## src/hdl/synth_prog_pkg.sv

```systemverilog
// Constants, field layout and carrier types of the dual-loop serial programming block
package synth_prog_pkg;

   // ---------------------------------------------------------------
   // Serial word layout
   // ---------------------------------------------------------------
   localparam int WORD_W      = 22;
   localparam int SEL_W       = 2;
   localparam int SEL_HI_POS  = 1;
   localparam int SEL_LO_POS  = 0;
   localparam int DATA_W      = 20;
   localparam int DATA_LSB    = 2;
   localparam int NUM_LOOPS   = 2;
   localparam int FIRST_LOOP  = 0;
   localparam int SECOND_LOOP = 1;

   // Latch select codes (high select bit, low select bit)
   localparam logic [1:0] SEL_SECOND_REF = 2'h0;
   localparam logic [1:0] SEL_FIRST_REF  = 2'h1;
   localparam logic [1:0] SEL_SECOND_FB  = 2'h2;
   localparam logic [1:0] SEL_FIRST_FB   = 2'h3;

   // ---------------------------------------------------------------
   // Reference latch fields, positions within the 20 data bits
   // ---------------------------------------------------------------
   localparam int REF_RATIO_LSB = 0;
   localparam int REF_RATIO_W   = 15;
   localparam int POLARITY_POS  = 15;
   localparam int LEVEL_POS     = 16;
   localparam int HIZ_POS       = 17;
   localparam int LOCK_SEL_POS  = 18;
   localparam int VIEW_SEL_POS  = 19;

   // ---------------------------------------------------------------
   // Feedback latch fields, positions within the 20 data bits
   // ---------------------------------------------------------------
   localparam int SWALLOW_LSB = 0;
   localparam int SWALLOW_W   = 7;
   localparam int COUNT_LSB   = 7;
   localparam int COUNT_W     = 11;
   localparam int MODULUS_POS = 18;
   localparam int SLEEP_POS   = 19;

   // Prescaler modulus as a shift: 64 or 128
   localparam int MOD_LOW_SHIFT  = 6;
   localparam int MOD_HIGH_SHIFT = 7;
   localparam int TOTAL_W        = 18;

   localparam logic [DATA_W-1:0] LATCH_RESET = 20'h0_0000;

   // ---------------------------------------------------------------
   // Carrier types
   // ---------------------------------------------------------------
   typedef struct packed {
      logic [REF_RATIO_W-1:0] ref_ratio;
      logic                   phase_polarity_bit;
      logic                   pump_level_bit;
      logic                   pump_hiz_bit;
      logic                   lock_indicate_bit;
      logic                   divider_view_bit;
      logic [SWALLOW_W-1:0]   swallow;
      logic [COUNT_W-1:0]     count;
      logic                   modulus_select_bit;
      logic                   sleep_request_bit;
   } loop_cfg_t;

   typedef struct packed {
      logic pump_up;
      logic pump_dn;
      logic pump_hiz;
      logic pump_high;
      logic modulus_128;
      logic power_down;
   } pump_ctl_t;

   typedef enum logic [1:0] {
      STATUS_DRIVE,
      STATUS_RELEASE
   } status_drive_t;

endpackage

```

## src/hdl/dual_pll_serial_program_latches.sv

```systemverilog
// Serial programming latches, dividers, pump control and status pin of a dual-loop synthesizer
`timescale 1ns/1ps
module dual_pll_serial_program_latches #(
   parameter int WORD_W = synth_prog_pkg::WORD_W
) (
   input  wire logic                          i_mclk,
   input  wire logic                          i_nrst,
   input  wire logic                          i_serial_clk,
   input  wire logic                          i_serial_data,
   input  wire logic                          i_load_strobe,
   input  wire logic                          i_ref_osc,
   input  wire logic [synth_prog_pkg::NUM_LOOPS-1:0] i_fb_in,
   output logic      [synth_prog_pkg::NUM_LOOPS-1:0] o_pump_up,
   output logic      [synth_prog_pkg::NUM_LOOPS-1:0] o_pump_dn,
   output logic      [synth_prog_pkg::NUM_LOOPS-1:0] o_pump_hiz,
   output logic      [synth_prog_pkg::NUM_LOOPS-1:0] o_pump_high,
   output logic      [synth_prog_pkg::NUM_LOOPS-1:0] o_modulus_128,
   output logic      [synth_prog_pkg::NUM_LOOPS-1:0] o_power_down,
   output logic                               o_osc_enable,
   output logic                               o_shared_status_pin,
   output logic                               o_shared_status_oe_n
);

   localparam int NL = synth_prog_pkg::NUM_LOOPS;
   localparam int DW = synth_prog_pkg::DATA_W;

   // ---------------------------------------------------------------
   // Pin synchronisers
   // ---------------------------------------------------------------
   logic          sclk_rise;
   logic          sdata_lvl;
   logic          load_rise;
   logic          osc_rise;
   logic [NL-1:0] fb_rise;

   pin_sync u_sync_sclk (
      .i_mclk  (i_mclk),
      .i_nrst  (i_nrst),
      .i_pin   (i_serial_clk),
      .o_level (),
      .o_rise  (sclk_rise)
   );

   pin_sync u_sync_sdata (
      .i_mclk  (i_mclk),
      .i_nrst  (i_nrst),
      .i_pin   (i_serial_data),
      .o_level (sdata_lvl),
      .o_rise  ()
   );

   pin_sync u_sync_load (
      .i_mclk  (i_mclk),
      .i_nrst  (i_nrst),
      .i_pin   (i_load_strobe),
      .o_level (),
      .o_rise  (load_rise)
   );

   pin_sync u_sync_osc (
      .i_mclk  (i_mclk),
      .i_nrst  (i_nrst),
      .i_pin   (i_ref_osc),
      .o_level (),
      .o_rise  (osc_rise)
   );

   for (genvar g = 0; g < NL; g++) begin : g_fb_sync
      pin_sync u_sync_fb (
         .i_mclk  (i_mclk),
         .i_nrst  (i_nrst),
         .i_pin   (i_fb_in[g]),
         .o_level (),
         .o_rise  (fb_rise[g])
      );
   end

   // ---------------------------------------------------------------
   // Shift register and latches
   // ---------------------------------------------------------------
   // Data and clock pass the same synchroniser depth, so the sampled data
   // bit is the one that stood at the clock edge given the setup time.
   logic [WORD_W-1:0] shift_q;
   logic [WORD_W-1:0] shift_d;
   logic [DW-1:0]     ref_latch_q [NL];
   logic [DW-1:0]     ref_latch_d [NL];
   logic [DW-1:0]     fb_latch_q  [NL];
   logic [DW-1:0]     fb_latch_d  [NL];
   logic [1:0]        sel;
   logic [DW-1:0]     word_data;

   assign sel       = {shift_q[synth_prog_pkg::SEL_HI_POS], shift_q[synth_prog_pkg::SEL_LO_POS]};
   assign word_data = shift_q[synth_prog_pkg::DATA_LSB +: DW];

   always_comb begin
      shift_d = shift_q;
      if (sclk_rise) begin
         shift_d = {shift_q[WORD_W-2:0], sdata_lvl};
      end
      for (int i = 0; i < NL; i++) begin
         ref_latch_d[i] = ref_latch_q[i];
         fb_latch_d[i]  = fb_latch_q[i];
      end
      // Only the strobe edge updates a latch; shifting alone leaves them
      if (load_rise) begin
         unique case (sel)
            synth_prog_pkg::SEL_SECOND_REF: ref_latch_d[synth_prog_pkg::SECOND_LOOP] = word_data;
            synth_prog_pkg::SEL_FIRST_REF:  ref_latch_d[synth_prog_pkg::FIRST_LOOP]  = word_data;
            synth_prog_pkg::SEL_SECOND_FB:  fb_latch_d[synth_prog_pkg::SECOND_LOOP]  = word_data;
            synth_prog_pkg::SEL_FIRST_FB:   fb_latch_d[synth_prog_pkg::FIRST_LOOP]   = word_data;
         endcase
      end
   end

   always_ff @(posedge i_mclk or negedge i_nrst) begin
      if (!i_nrst) begin
         shift_q <= '0;
         for (int i = 0; i < NL; i++) begin
            ref_latch_q[i] <= synth_prog_pkg::LATCH_RESET;
            fb_latch_q[i]  <= synth_prog_pkg::LATCH_RESET;
         end
      end else begin
         shift_q <= shift_d;
         for (int i = 0; i < NL; i++) begin
            ref_latch_q[i] <= ref_latch_d[i];
            fb_latch_q[i]  <= fb_latch_d[i];
         end
      end
   end

   // ---------------------------------------------------------------
   // Field decode
   // ---------------------------------------------------------------
   synth_prog_pkg::loop_cfg_t cfg [NL];

   always_comb begin
      for (int i = 0; i < NL; i++) begin
         cfg[i].ref_ratio          = ref_latch_q[i][synth_prog_pkg::REF_RATIO_LSB +: synth_prog_pkg::REF_RATIO_W];
         cfg[i].phase_polarity_bit = ref_latch_q[i][synth_prog_pkg::POLARITY_POS];
         cfg[i].pump_level_bit     = ref_latch_q[i][synth_prog_pkg::LEVEL_POS];
         cfg[i].pump_hiz_bit       = ref_latch_q[i][synth_prog_pkg::HIZ_POS];
         cfg[i].lock_indicate_bit  = ref_latch_q[i][synth_prog_pkg::LOCK_SEL_POS];
         cfg[i].divider_view_bit   = ref_latch_q[i][synth_prog_pkg::VIEW_SEL_POS];
         cfg[i].swallow            = fb_latch_q[i][synth_prog_pkg::SWALLOW_LSB +: synth_prog_pkg::SWALLOW_W];
         cfg[i].count              = fb_latch_q[i][synth_prog_pkg::COUNT_LSB +: synth_prog_pkg::COUNT_W];
         cfg[i].modulus_select_bit = fb_latch_q[i][synth_prog_pkg::MODULUS_POS];
         cfg[i].sleep_request_bit  = fb_latch_q[i][synth_prog_pkg::SLEEP_POS];
      end
   end

   // Counter reset mode: both view bits and the loop's own lock bit set
   logic both_view;
   logic [NL-1:0] cnt_reset;

   always_comb begin
      both_view = cfg[synth_prog_pkg::FIRST_LOOP].divider_view_bit &
                  cfg[synth_prog_pkg::SECOND_LOOP].divider_view_bit;
      for (int i = 0; i < NL; i++) begin
         cnt_reset[i] = both_view & cfg[i].lock_indicate_bit;
      end
   end

   // ---------------------------------------------------------------
   // Per-loop dividers, phase detector and power-down
   // ---------------------------------------------------------------
   logic [NL-1:0] ref_pulse;
   logic [NL-1:0] fb_pulse;
   logic [NL-1:0] lock_ok;
   logic [NL-1:0] pd_state;
   synth_prog_pkg::pump_ctl_t pump [NL];

   for (genvar g = 0; g < NL; g++) begin : g_loop
      logic [synth_prog_pkg::REF_RATIO_W-1:0] ref_cnt_q;
      logic [synth_prog_pkg::REF_RATIO_W-1:0] ref_cnt_d;
      logic [synth_prog_pkg::TOTAL_W-1:0]     fb_cnt_q;
      logic [synth_prog_pkg::TOTAL_W-1:0]     fb_cnt_d;
      logic [synth_prog_pkg::TOTAL_W-1:0]     fb_total;
      logic                                   ref_pls_q;
      logic                                   ref_pls_d;
      logic                                   fb_pls_q;
      logic                                   fb_pls_d;
      logic                                   up_q;
      logic                                   up_d;
      logic                                   dn_q;
      logic                                   dn_d;
      logic                                   pd_q;
      logic                                   pd_d;
      logic                                   hold;
      logic                                   ref_ev;
      logic                                   fb_ev;

      always_comb begin
         // Modulus times programmable count plus swallow count
         if (cfg[g].modulus_select_bit) begin
            fb_total = (synth_prog_pkg::TOTAL_W)'({cfg[g].count, synth_prog_pkg::MOD_HIGH_SHIFT'(0)})
                       + (synth_prog_pkg::TOTAL_W)'(cfg[g].swallow);
         end else begin
            fb_total = (synth_prog_pkg::TOTAL_W)'({cfg[g].count, synth_prog_pkg::MOD_LOW_SHIFT'(0)})
                       + (synth_prog_pkg::TOTAL_W)'(cfg[g].swallow);
         end
         hold = pd_q | cnt_reset[g];

         // Power-down: immediate with hiz set, otherwise once the pump idles
         pd_d = pd_q;
         if (!cfg[g].sleep_request_bit) begin
            pd_d = 1'b0;
         end else if (cfg[g].pump_hiz_bit) begin
            pd_d = 1'b1;
         end else if (!up_q && !dn_q) begin
            pd_d = 1'b1;
         end

         // Held counters sit at their load value, so release restarts both
         // dividers on the same cycle and they stay aligned
         ref_cnt_d = ref_cnt_q;
         ref_pls_d = 1'b0;
         fb_cnt_d  = fb_cnt_q;
         fb_pls_d  = 1'b0;
         if (hold) begin
            ref_cnt_d = cfg[g].ref_ratio;
            fb_cnt_d  = fb_total;
         end else begin
            if (osc_rise) begin
               if (ref_cnt_q <= (synth_prog_pkg::REF_RATIO_W)'(1)) begin
                  ref_cnt_d = cfg[g].ref_ratio;
                  ref_pls_d = 1'b1;
               end else begin
                  ref_cnt_d = ref_cnt_q - (synth_prog_pkg::REF_RATIO_W)'(1);
               end
            end
            if (fb_rise[g]) begin
               if (fb_cnt_q <= (synth_prog_pkg::TOTAL_W)'(1)) begin
                  fb_cnt_d = fb_total;
                  fb_pls_d = 1'b1;
               end else begin
                  fb_cnt_d = fb_cnt_q - (synth_prog_pkg::TOTAL_W)'(1);
               end
            end
         end

         // Phase-frequency detector; polarity swaps which edge pumps up
         ref_ev = cfg[g].phase_polarity_bit ? ref_pls_q : fb_pls_q;
         fb_ev  = cfg[g].phase_polarity_bit ? fb_pls_q : ref_pls_q;
         up_d   = up_q | ref_ev;
         dn_d   = dn_q | fb_ev;
         if (hold || (up_d && dn_d)) begin
            up_d = 1'b0;
            dn_d = 1'b0;
         end
      end

      always_ff @(posedge i_mclk or negedge i_nrst) begin
         if (!i_nrst) begin
            ref_cnt_q <= '0;
            fb_cnt_q  <= '0;
            ref_pls_q <= 1'b0;
            fb_pls_q  <= 1'b0;
            up_q      <= 1'b0;
            dn_q      <= 1'b0;
            pd_q      <= 1'b0;
         end else begin
            ref_cnt_q <= ref_cnt_d;
            fb_cnt_q  <= fb_cnt_d;
            ref_pls_q <= ref_pls_d;
            fb_pls_q  <= fb_pls_d;
            up_q      <= up_d;
            dn_q      <= dn_d;
            pd_q      <= pd_d;
         end
      end

      assign ref_pulse[g]        = ref_pls_q;
      assign fb_pulse[g]         = fb_pls_q;
      assign lock_ok[g]          = ~up_q & ~dn_q & ~pd_q;
      assign pd_state[g]         = pd_q;
      assign pump[g].pump_up     = up_q;
      assign pump[g].pump_dn     = dn_q;
      assign pump[g].pump_hiz    = cfg[g].pump_hiz_bit | cnt_reset[g] | pd_q;
      assign pump[g].pump_high   = cfg[g].pump_level_bit;
      assign pump[g].modulus_128 = cfg[g].modulus_select_bit;
      assign pump[g].power_down  = pd_q;
   end

   // ---------------------------------------------------------------
   // Shared status pin
   // ---------------------------------------------------------------
   synth_prog_pkg::status_drive_t drive_q;
   synth_prog_pkg::status_drive_t drive_d;
   logic                          status_q;
   logic                          status_d;
   logic [3:0]                    status_sel;
   logic                          quick_settle;

   always_comb begin
      status_sel = {cfg[synth_prog_pkg::FIRST_LOOP].lock_indicate_bit,
                    cfg[synth_prog_pkg::SECOND_LOOP].lock_indicate_bit,
                    cfg[synth_prog_pkg::FIRST_LOOP].divider_view_bit,
                    cfg[synth_prog_pkg::SECOND_LOOP].divider_view_bit};
      quick_settle = cfg[synth_prog_pkg::FIRST_LOOP].pump_level_bit |
                     cfg[synth_prog_pkg::SECOND_LOOP].pump_level_bit;
      drive_d  = synth_prog_pkg::STATUS_DRIVE;
      status_d = 1'b0;
      unique casez (status_sel)
         4'b0000: status_d = 1'b0;
         4'b0100: status_d = lock_ok[synth_prog_pkg::SECOND_LOOP];
         4'b1000: status_d = lock_ok[synth_prog_pkg::FIRST_LOOP];
         4'b1100: status_d = &lock_ok;
         4'b?001: status_d = ref_pulse[synth_prog_pkg::SECOND_LOOP];
         4'b?010: status_d = ref_pulse[synth_prog_pkg::FIRST_LOOP];
         4'b?101: status_d = fb_pulse[synth_prog_pkg::SECOND_LOOP];
         4'b?110: status_d = fb_pulse[synth_prog_pkg::FIRST_LOOP];
         4'b0011: begin
            // Pin grounds the extra damping resistor only while pumping high
            status_d = 1'b0;
            drive_d  = quick_settle ? synth_prog_pkg::STATUS_DRIVE : synth_prog_pkg::STATUS_RELEASE;
         end
         default: status_d = 1'b0;
      endcase
   end

   always_ff @(posedge i_mclk or negedge i_nrst) begin
      if (!i_nrst) begin
         drive_q  <= synth_prog_pkg::STATUS_DRIVE;
         status_q <= 1'b0;
      end else begin
         drive_q  <= drive_d;
         status_q <= status_d;
      end
   end

   // ---------------------------------------------------------------
   // Outputs
   // ---------------------------------------------------------------
   always_comb begin
      for (int i = 0; i < NL; i++) begin
         o_pump_up[i]     = pump[i].pump_up;
         o_pump_dn[i]     = pump[i].pump_dn;
         o_pump_hiz[i]    = pump[i].pump_hiz;
         o_pump_high[i]   = pump[i].pump_high;
         o_modulus_128[i] = pump[i].modulus_128;
         o_power_down[i]  = pump[i].power_down;
      end
   end

   // Oscillator stays alive until both loops are asleep
   assign o_osc_enable         = ~(&pd_state);
   assign o_shared_status_pin  = status_q;
   assign o_shared_status_oe_n = (drive_q == synth_prog_pkg::STATUS_RELEASE);

endmodule

```

## src/hdl/pin_sync.sv

```systemverilog
// Two-flop synchroniser with rising edge detect for one asynchronous pin
`timescale 1ns/1ps
module pin_sync (
   input  wire logic i_mclk,
   input  wire logic i_nrst,
   input  wire logic i_pin,
   output logic      o_level,
   output logic      o_rise
);

   logic meta_q;
   logic meta_d;
   logic sync_q;
   logic sync_d;
   logic prev_q;
   logic prev_d;

   always_comb begin
      meta_d = i_pin;
      sync_d = meta_q;
      prev_d = sync_q;
   end

   always_ff @(posedge i_mclk or negedge i_nrst) begin
      if (!i_nrst) begin
         meta_q <= 1'b0;
         sync_q <= 1'b0;
         prev_q <= 1'b0;
      end else begin
         meta_q <= meta_d;
         sync_q <= sync_d;
         prev_q <= prev_d;
      end
   end

   // Edge is taken between two settled stages only
   assign o_level = sync_q;
   assign o_rise  = sync_q & ~prev_q;

endmodule

```

## config.mk

```make
export PLATFORM = sky130hd
export DESIGN_NAME = dual_pll_serial_program_latches
export DESIGN_NICKNAME = d
export VERILOG_FILES = /design/src/hdl/synth_prog_pkg.sv /design/src/hdl/dual_pll_serial_program_latches.sv /design/src/hdl/pin_sync.sv
export SDC_FILE = /design/constraint.sdc
export NUM_CORES = 1
export LEC_CHECK = 0
export ABC_AREA = 1
export BUFFER_PORTS_ARGS = -buffer_cell sky130_fd_sc_hd__buf_2
export CORE_MARGIN = 5
export CORE_UTILIZATION = 45
export CTS_CLUSTER_DIAMETER = 50
export CTS_CLUSTER_SIZE = 8
export DETAILED_ROUTE_END_ITERATION = 7
export HOLD_SLACK_MARGIN = 0.03
export SKIP_LAST_GASP = 1
export SYNTH_ARGS = -nofsm -noshare
export SYNTH_HDL_FRONTEND = slang
export SYNTH_SLANG_ARGS = --single-unit
export TNS_END_PERCENT = 1
```

## constraint.sdc

```tcl
create_clock -name i_mclk -period 1.8 [get_ports i_mclk]
set_input_delay 0.09 -clock i_mclk [delete_from_list [all_inputs] [get_ports i_mclk]]
set_output_delay 0.09 -clock i_mclk [all_outputs]
set_load 0.01 [all_outputs]
```

==> run_summary.xml <==
<?xml version="1.0" encoding="UTF-8"?>
<metrics>
  <group name="drt">
    <metric name="detail_route.vias_per_cell" unit="">4.84</metric>
    <metric name="via_count" unit="">8910</metric>
    <metric name="drt_iter0_markers" unit="">624</metric>
    <metric name="firstDrtPassIters" unit="">5</metric>
    <metric name="route.antenna.remaining_nets" unit="">0</metric>
    <metric name="routedWlPerCell" unit="um">13.9</metric>
    <metric name="drt_wl_total" unit="um">25600</metric>
    <metric name="drt_drc_violations_left" unit="">0</metric>
  </group>
  <group name="synth">
    <metric name="synthesis.instances" unit="">1460</metric>
    <metric name="yosys_warnings" unit="">0</metric>
    <metric name="syn-num-nets" unit="">1480</metric>
    <metric name="yosys.area.top_type_share" unit="">0.452</metric>
    <metric name="yosys.area.top_type" unit="">dfrtp_1</metric>
    <metric name="postSynthRegisterBits" unit="">197</metric>
    <metric name="synth_enable_flop_cells" unit="">0</metric>
    <metric name="post_synth.cell_area_avg" unit="sq um">7.47</metric>
    <metric name="async_flop_share" unit="">1.00</metric>
    <metric name="mappedNetlistArea" unit="sq um">10900</metric>
    <metric name="yosys-top-cells-area" unit="">dfrtp_1 (45%), nand2_1 (17%), inv_1 (5.4%)</metric>
    <metric name="synth-main-ff-cell" unit="">dfrtp_1</metric>
    <metric name="synth.distinct_cells" unit="">41</metric>
    <metric name="yosys.cell_count.top_type" unit="">nand2_1</metric>
    <metric name="synth_common_cells" unit="">nand2_1 (502), dfrtp_1 (197), inv_1 (157)</metric>
    <metric name="ys_seq_area_frac" unit="">0.452</metric>
  </group>
  <group name="floorplan">
    <metric name="num_rows" unit="">57</metric>
    <metric name="die-width" unit="um">166</metric>
    <metric name="total_die_area" unit="sq um">27500</metric>
    <metric name="ios" unit="">23</metric>
    <metric name="dieHeight" unit="um">166</metric>
    <metric name="design.core.area" unit="sq um">24100</metric>
    <metric name="floorplan.initialDensity" unit="">0.453</metric>
  </group>
  <group name="power">
    <metric name="p_total" unit="W">0.0161</metric>
    <metric name="net_switching_power" unit="W">0.00628</metric>
    <metric name="sequentialPowerShare" unit="">0.402</metric>
    <metric name="sw_frac_of_total" unit="">0.390</metric>
    <metric name="peakVddDrop" unit="mV">0.601</metric>
    <metric name="power_density_relative_to_cell_area" unit="nW/um^2">1320</metric>
    <metric name="leakage" unit="nW">6.10</metric>
    <metric name="power.share.combinational" unit="">0.359</metric>
    <metric name="clkPwrFrac" unit="">0.239</metric>
    <metric name="internal_power" unit="W">0.00982</metric>
  </group>
  <group name="timing">
    <metric name="unrepaired_setup_endpoints_after_global_routing" unit="">true</metric>
    <metric name="max_clock_freq" unit="GHz">0.586</metric>
    <metric name="max-slew-margin-rel" unit="">0.611</metric>
    <metric name="tightest_pin_transition" unit="ns">0.584</metric>
    <metric name="timing.clock.skew" unit="ns">0.0114</metric>
    <metric name="layout_min_cycle_time" unit="ns">1.71</metric>
    <metric name="period_share" unit="">0.948</metric>
    <metric name="final_max_slew_viols" unit="">0</metric>
    <metric name="timing_hold_violations_final" unit="">0</metric>
    <metric name="finalSetupViolCount" unit="">0</metric>
  </group>
  <group name="worst_setup_path">
    <metric name="timing.critical_path.mode_cell" unit="">nand2_1</metric>
    <metric name="delay_of_the_slowest_critical_path_stage" unit="ns">0.37</metric>
    <metric name="crit_chain" unit="">ha_1 -&gt; ha_1 -&gt; nand2_1 -&gt; nor2_1 -&gt; nand2_1 -&gt; nand2_1 -&gt; nand3_1 -&gt; nand3_1 -&gt; nand3_1 -&gt; nand2_1</metric>
    <metric name="critical_path.n_buffers_inverters" unit="">0</metric>
    <metric name="timing.reg2reg.setup_slack" unit="ns">0.09</metric>
    <metric name="critical_path_arrival" unit="ns">2.08</metric>
    <metric name="cp-end-kind" unit="">flop</metric>
    <metric name="worst_ep_required_time" unit="ns">2.17</metric>
    <metric name="critPathSlowestCell" unit="">dfrtp_1</metric>
    <metric name="startpoint_class_of_the_critical_path" unit="">flop</metric>
    <metric name="critPathTopFamily" unit="">simple AND/OR/NAND/NOR gates</metric>
    <metric name="setup.worst_path.class" unit="">flop to flop</metric>
    <metric name="worst-path-max-fanout" unit="">4</metric>
  </group>
  <group name="final_layout">
    <metric name="finalCoreUtilization" unit="">0.507</metric>
    <metric name="fillCellCount" unit="">2405</metric>
    <metric name="antennaDiodeCount" unit="">0</metric>
    <metric name="layout.nets" unit="">1525</metric>
    <metric name="area_growth" unit="%">12.1</metric>
    <metric name="layout-drive-gt1-share" unit="">0.118</metric>
    <metric name="final_cell_count_no_fill" unit="">1842</metric>
    <metric name="finalInstanceArea" unit="sq um">12200</metric>
  </group>
  <group name="clocking">
    <metric name="path_clk_slew" unit="ns">0.08</metric>
    <metric name="htree_levels" unit="">4</metric>
    <metric name="clk_latency" unit="ns">0.43</metric>
    <metric name="tritoncts.num_buffers" unit="">17</metric>
    <metric name="cts.sinks" unit="">197</metric>
    <metric name="cts_tree" unit="">done</metric>
    <metric name="clock_path_buffers" unit="">2</metric>
    <metric name="clock_tree.root_cell" unit="">clkbuf_16</metric>
    <metric name="postCtsSetupBuffers" unit="">0</metric>
  </group>
  <group name="global_route">
    <metric name="grt_start_max_net_pins" unit="">60</metric>
    <metric name="first_global_vias" unit="">8727</metric>
    <metric name="grt.overflow.total" unit="">0</metric>
    <metric name="antenna_found_initial" unit="">0</metric>
    <metric name="grt_util_all_layers" unit="">0.191</metric>
    <metric name="grt_first_pass_wirelength" unit="um">43900</metric>
  </group>
  <group name="min_path">
    <metric name="min-delay-path-class" unit="">input port to asynchronous set/reset pin</metric>
  </group>
  <group name="placed_design">
    <metric name="placedCellCount" unit="">1801</metric>
    <metric name="placed_cell_area" unit="sq um">11500</metric>
    <metric name="place.gp.congestion" unit="">0.901</metric>
    <metric name="hpwlAfterDp" unit="um">18200</metric>
    <metric name="quantity_of_i_o_buffers_inserted_on_ports" unit="">22</metric>
  </group>
  <group name="job">
    <metric name="drv_cap" unit="">0</metric>
  </group>
  <group name="run_status">
    <metric name="result_of_the_run" unit="">finished, final reports clean</metric>
  </group>
</metrics>
-- layout by cell type (no fill, tap or decap), types with 3 or more instances in the layout --
cell | netlist | layout
nand2_1 | 502 | 502
mux2i_1 | 4 | 4
xor2_1 | 16 | 16
nand4_1 | 5 | 5
inv_4 | 2 | 3
nor2_2 | 9 | 11
nand3_4 | 5 | 6
clkbuf_16 | 0 | 17
o21ai_0 | 113 | 113
inv_6 | 0 | 4
buf_4 | 15 | 43
o21bai_1 | 6 | 6
a21oi_1 | 16 | 16
inv_2 | 7 | 6
nor2_1 | 143 | 141
buf_12 | 0 | 6
nand3_2 | 2 | 3
nand2_2 | 22 | 22
xnor2_1 | 16 | 16
o21bai_2 | 5 | 5
dlygate4sd3_1 | 0 | 7
nor3_1 | 6 | 6
inv_1 | 157 | 157
nand3b_1 | 15 | 15
ha_1 | 12 | 11
nand2_4 | 6 | 6
clkinvlp_4 | 0 | 3
o21ai_1 | 16 | 16
dfrtp_1 | 197 | 197
nand3_1 | 96 | 96
nor2_4 | 9 | 9
buf_2 | 4 | 21
-- worst register-to-register path, stage by stage (launching register included) --
cell and delay, ns:
dfrtp_1 0.37, ha_1 0.21, ha_1 0.19, nand2_1 0.08, nor2_1 0.26, nand2_1 0.12, nand2_1 0.08, nand3_1 0.08
nand3_1 0.12, nand3_1 0.08, nand2_1 0.07
-- metrics by stage --
| step | hold WS (ns) | setup TNS [ns] | worst slack, ns |
|---|---|---|---|
| 3_5_place_dp | 0.133 | 0 | 0.0361 |
| 6_report | 0.210 | 0 | 0.0944 |
| 2_1_floorplan | -0.206 | 0 | 0.232 |
| 3_3_place_gp | 0.130 | 0 | 0.0777 |
| 4_1_cts | 0.240 | 0 | 0.0285 |
| 5_1_grt | 0.283 | -0.123 | -0.0211 |
-- repair_timing --
item	4_1_cts	5_1_grt
hold endpoints to repair	57	0
endpoints found under the setup margin	0	38
hold buffers	7	0
gates resized for setup	0	7
-- cells by family after synthesis --
kind of cell	count (synthesis)	share of synthesized area
flops	197	0.452
mux	4	0.00367
xor+xnor	32	0.0257
fa+ha+maj	12	0.0138
simple gates	828	0.332
buf+inv	220	0.0886
compound gates	167	0.0844
-- sequential cells by signal, indices dropped and copies added, names as in the netlist, 2 cells and up --
name and cells:
g_fb_sync.u_sync_fb.o_level 2, shift_q 22, o_modulus_128 2, g_loop.fb_pls_q 2, g_loop.pd_q 2, cfg 76
g_loop.fb_cnt_q 36, g_fb_sync.u_sync_fb.meta_q 2, g_fb_sync.u_sync_fb.prev_q 2, g_loop.ref_pls_q 2, o_pump_high 2, g_loop.ref_cnt_q 30
g_loop.dn_q 2, g_loop.up_q 2
-- power groups by stage --
stage | clock network, W | logic (W) | registers, W
floorplan | 0 | 0.00452 | 0.00631
global placement | 0 | 0.00571 | 0.00652
detailed placement | 0 | 0.00579 | 0.00653
CTS | 0.00393 | 0.00582 | 0.00647
global route | 0.00410 | 0.00672 | 0.00665
finish | 0.00385 | 0.00577 | 0.00647
-- worst paths after layout --
kind                                      from                     end  cells after the start
max                                    cfg[19]  g_loop[1].fb_cnt_q[16]                     10
min                                     i_nrst  g_loop[0].ref_cnt_q[2]                      2
max reg2reg                            cfg[19]  g_loop[1].fb_cnt_q[16]                     10
min reg2reg                u_sync_sdata.meta_q    u_sync_sdata.o_level                      0
max in group asynchronous               i_nrst             shift_q[13]                      3
min in group i_mclk                  i_ref_osc       u_sync_osc.meta_q                      2
-- routing by layer --
layer / GRT usage / wire length [um]
met5: 0 / 0
met4: 0.0466 / 401
met3: 0.0329 / 778
met2: 0.323 / 12200
met1: 0.258 / 12200
-- area by class of cell --
class / instances / area, sq um / share of cell area
Timing Repair Buffer: 78 / 632 / 0.0517
Tap cell: 324 / 405 / 0.0331
Clock buffer: 19 / 433 / 0.0354
Multi-Input combinational cell: 1045 / 5050 / 0.413
Sequential cell: 197 / 4930 / 0.403
Inverter: 166 / 631 / 0.0516
Clock inverter: 13 / 148 / 0.0121
Power figures use the tool's default switching activity.
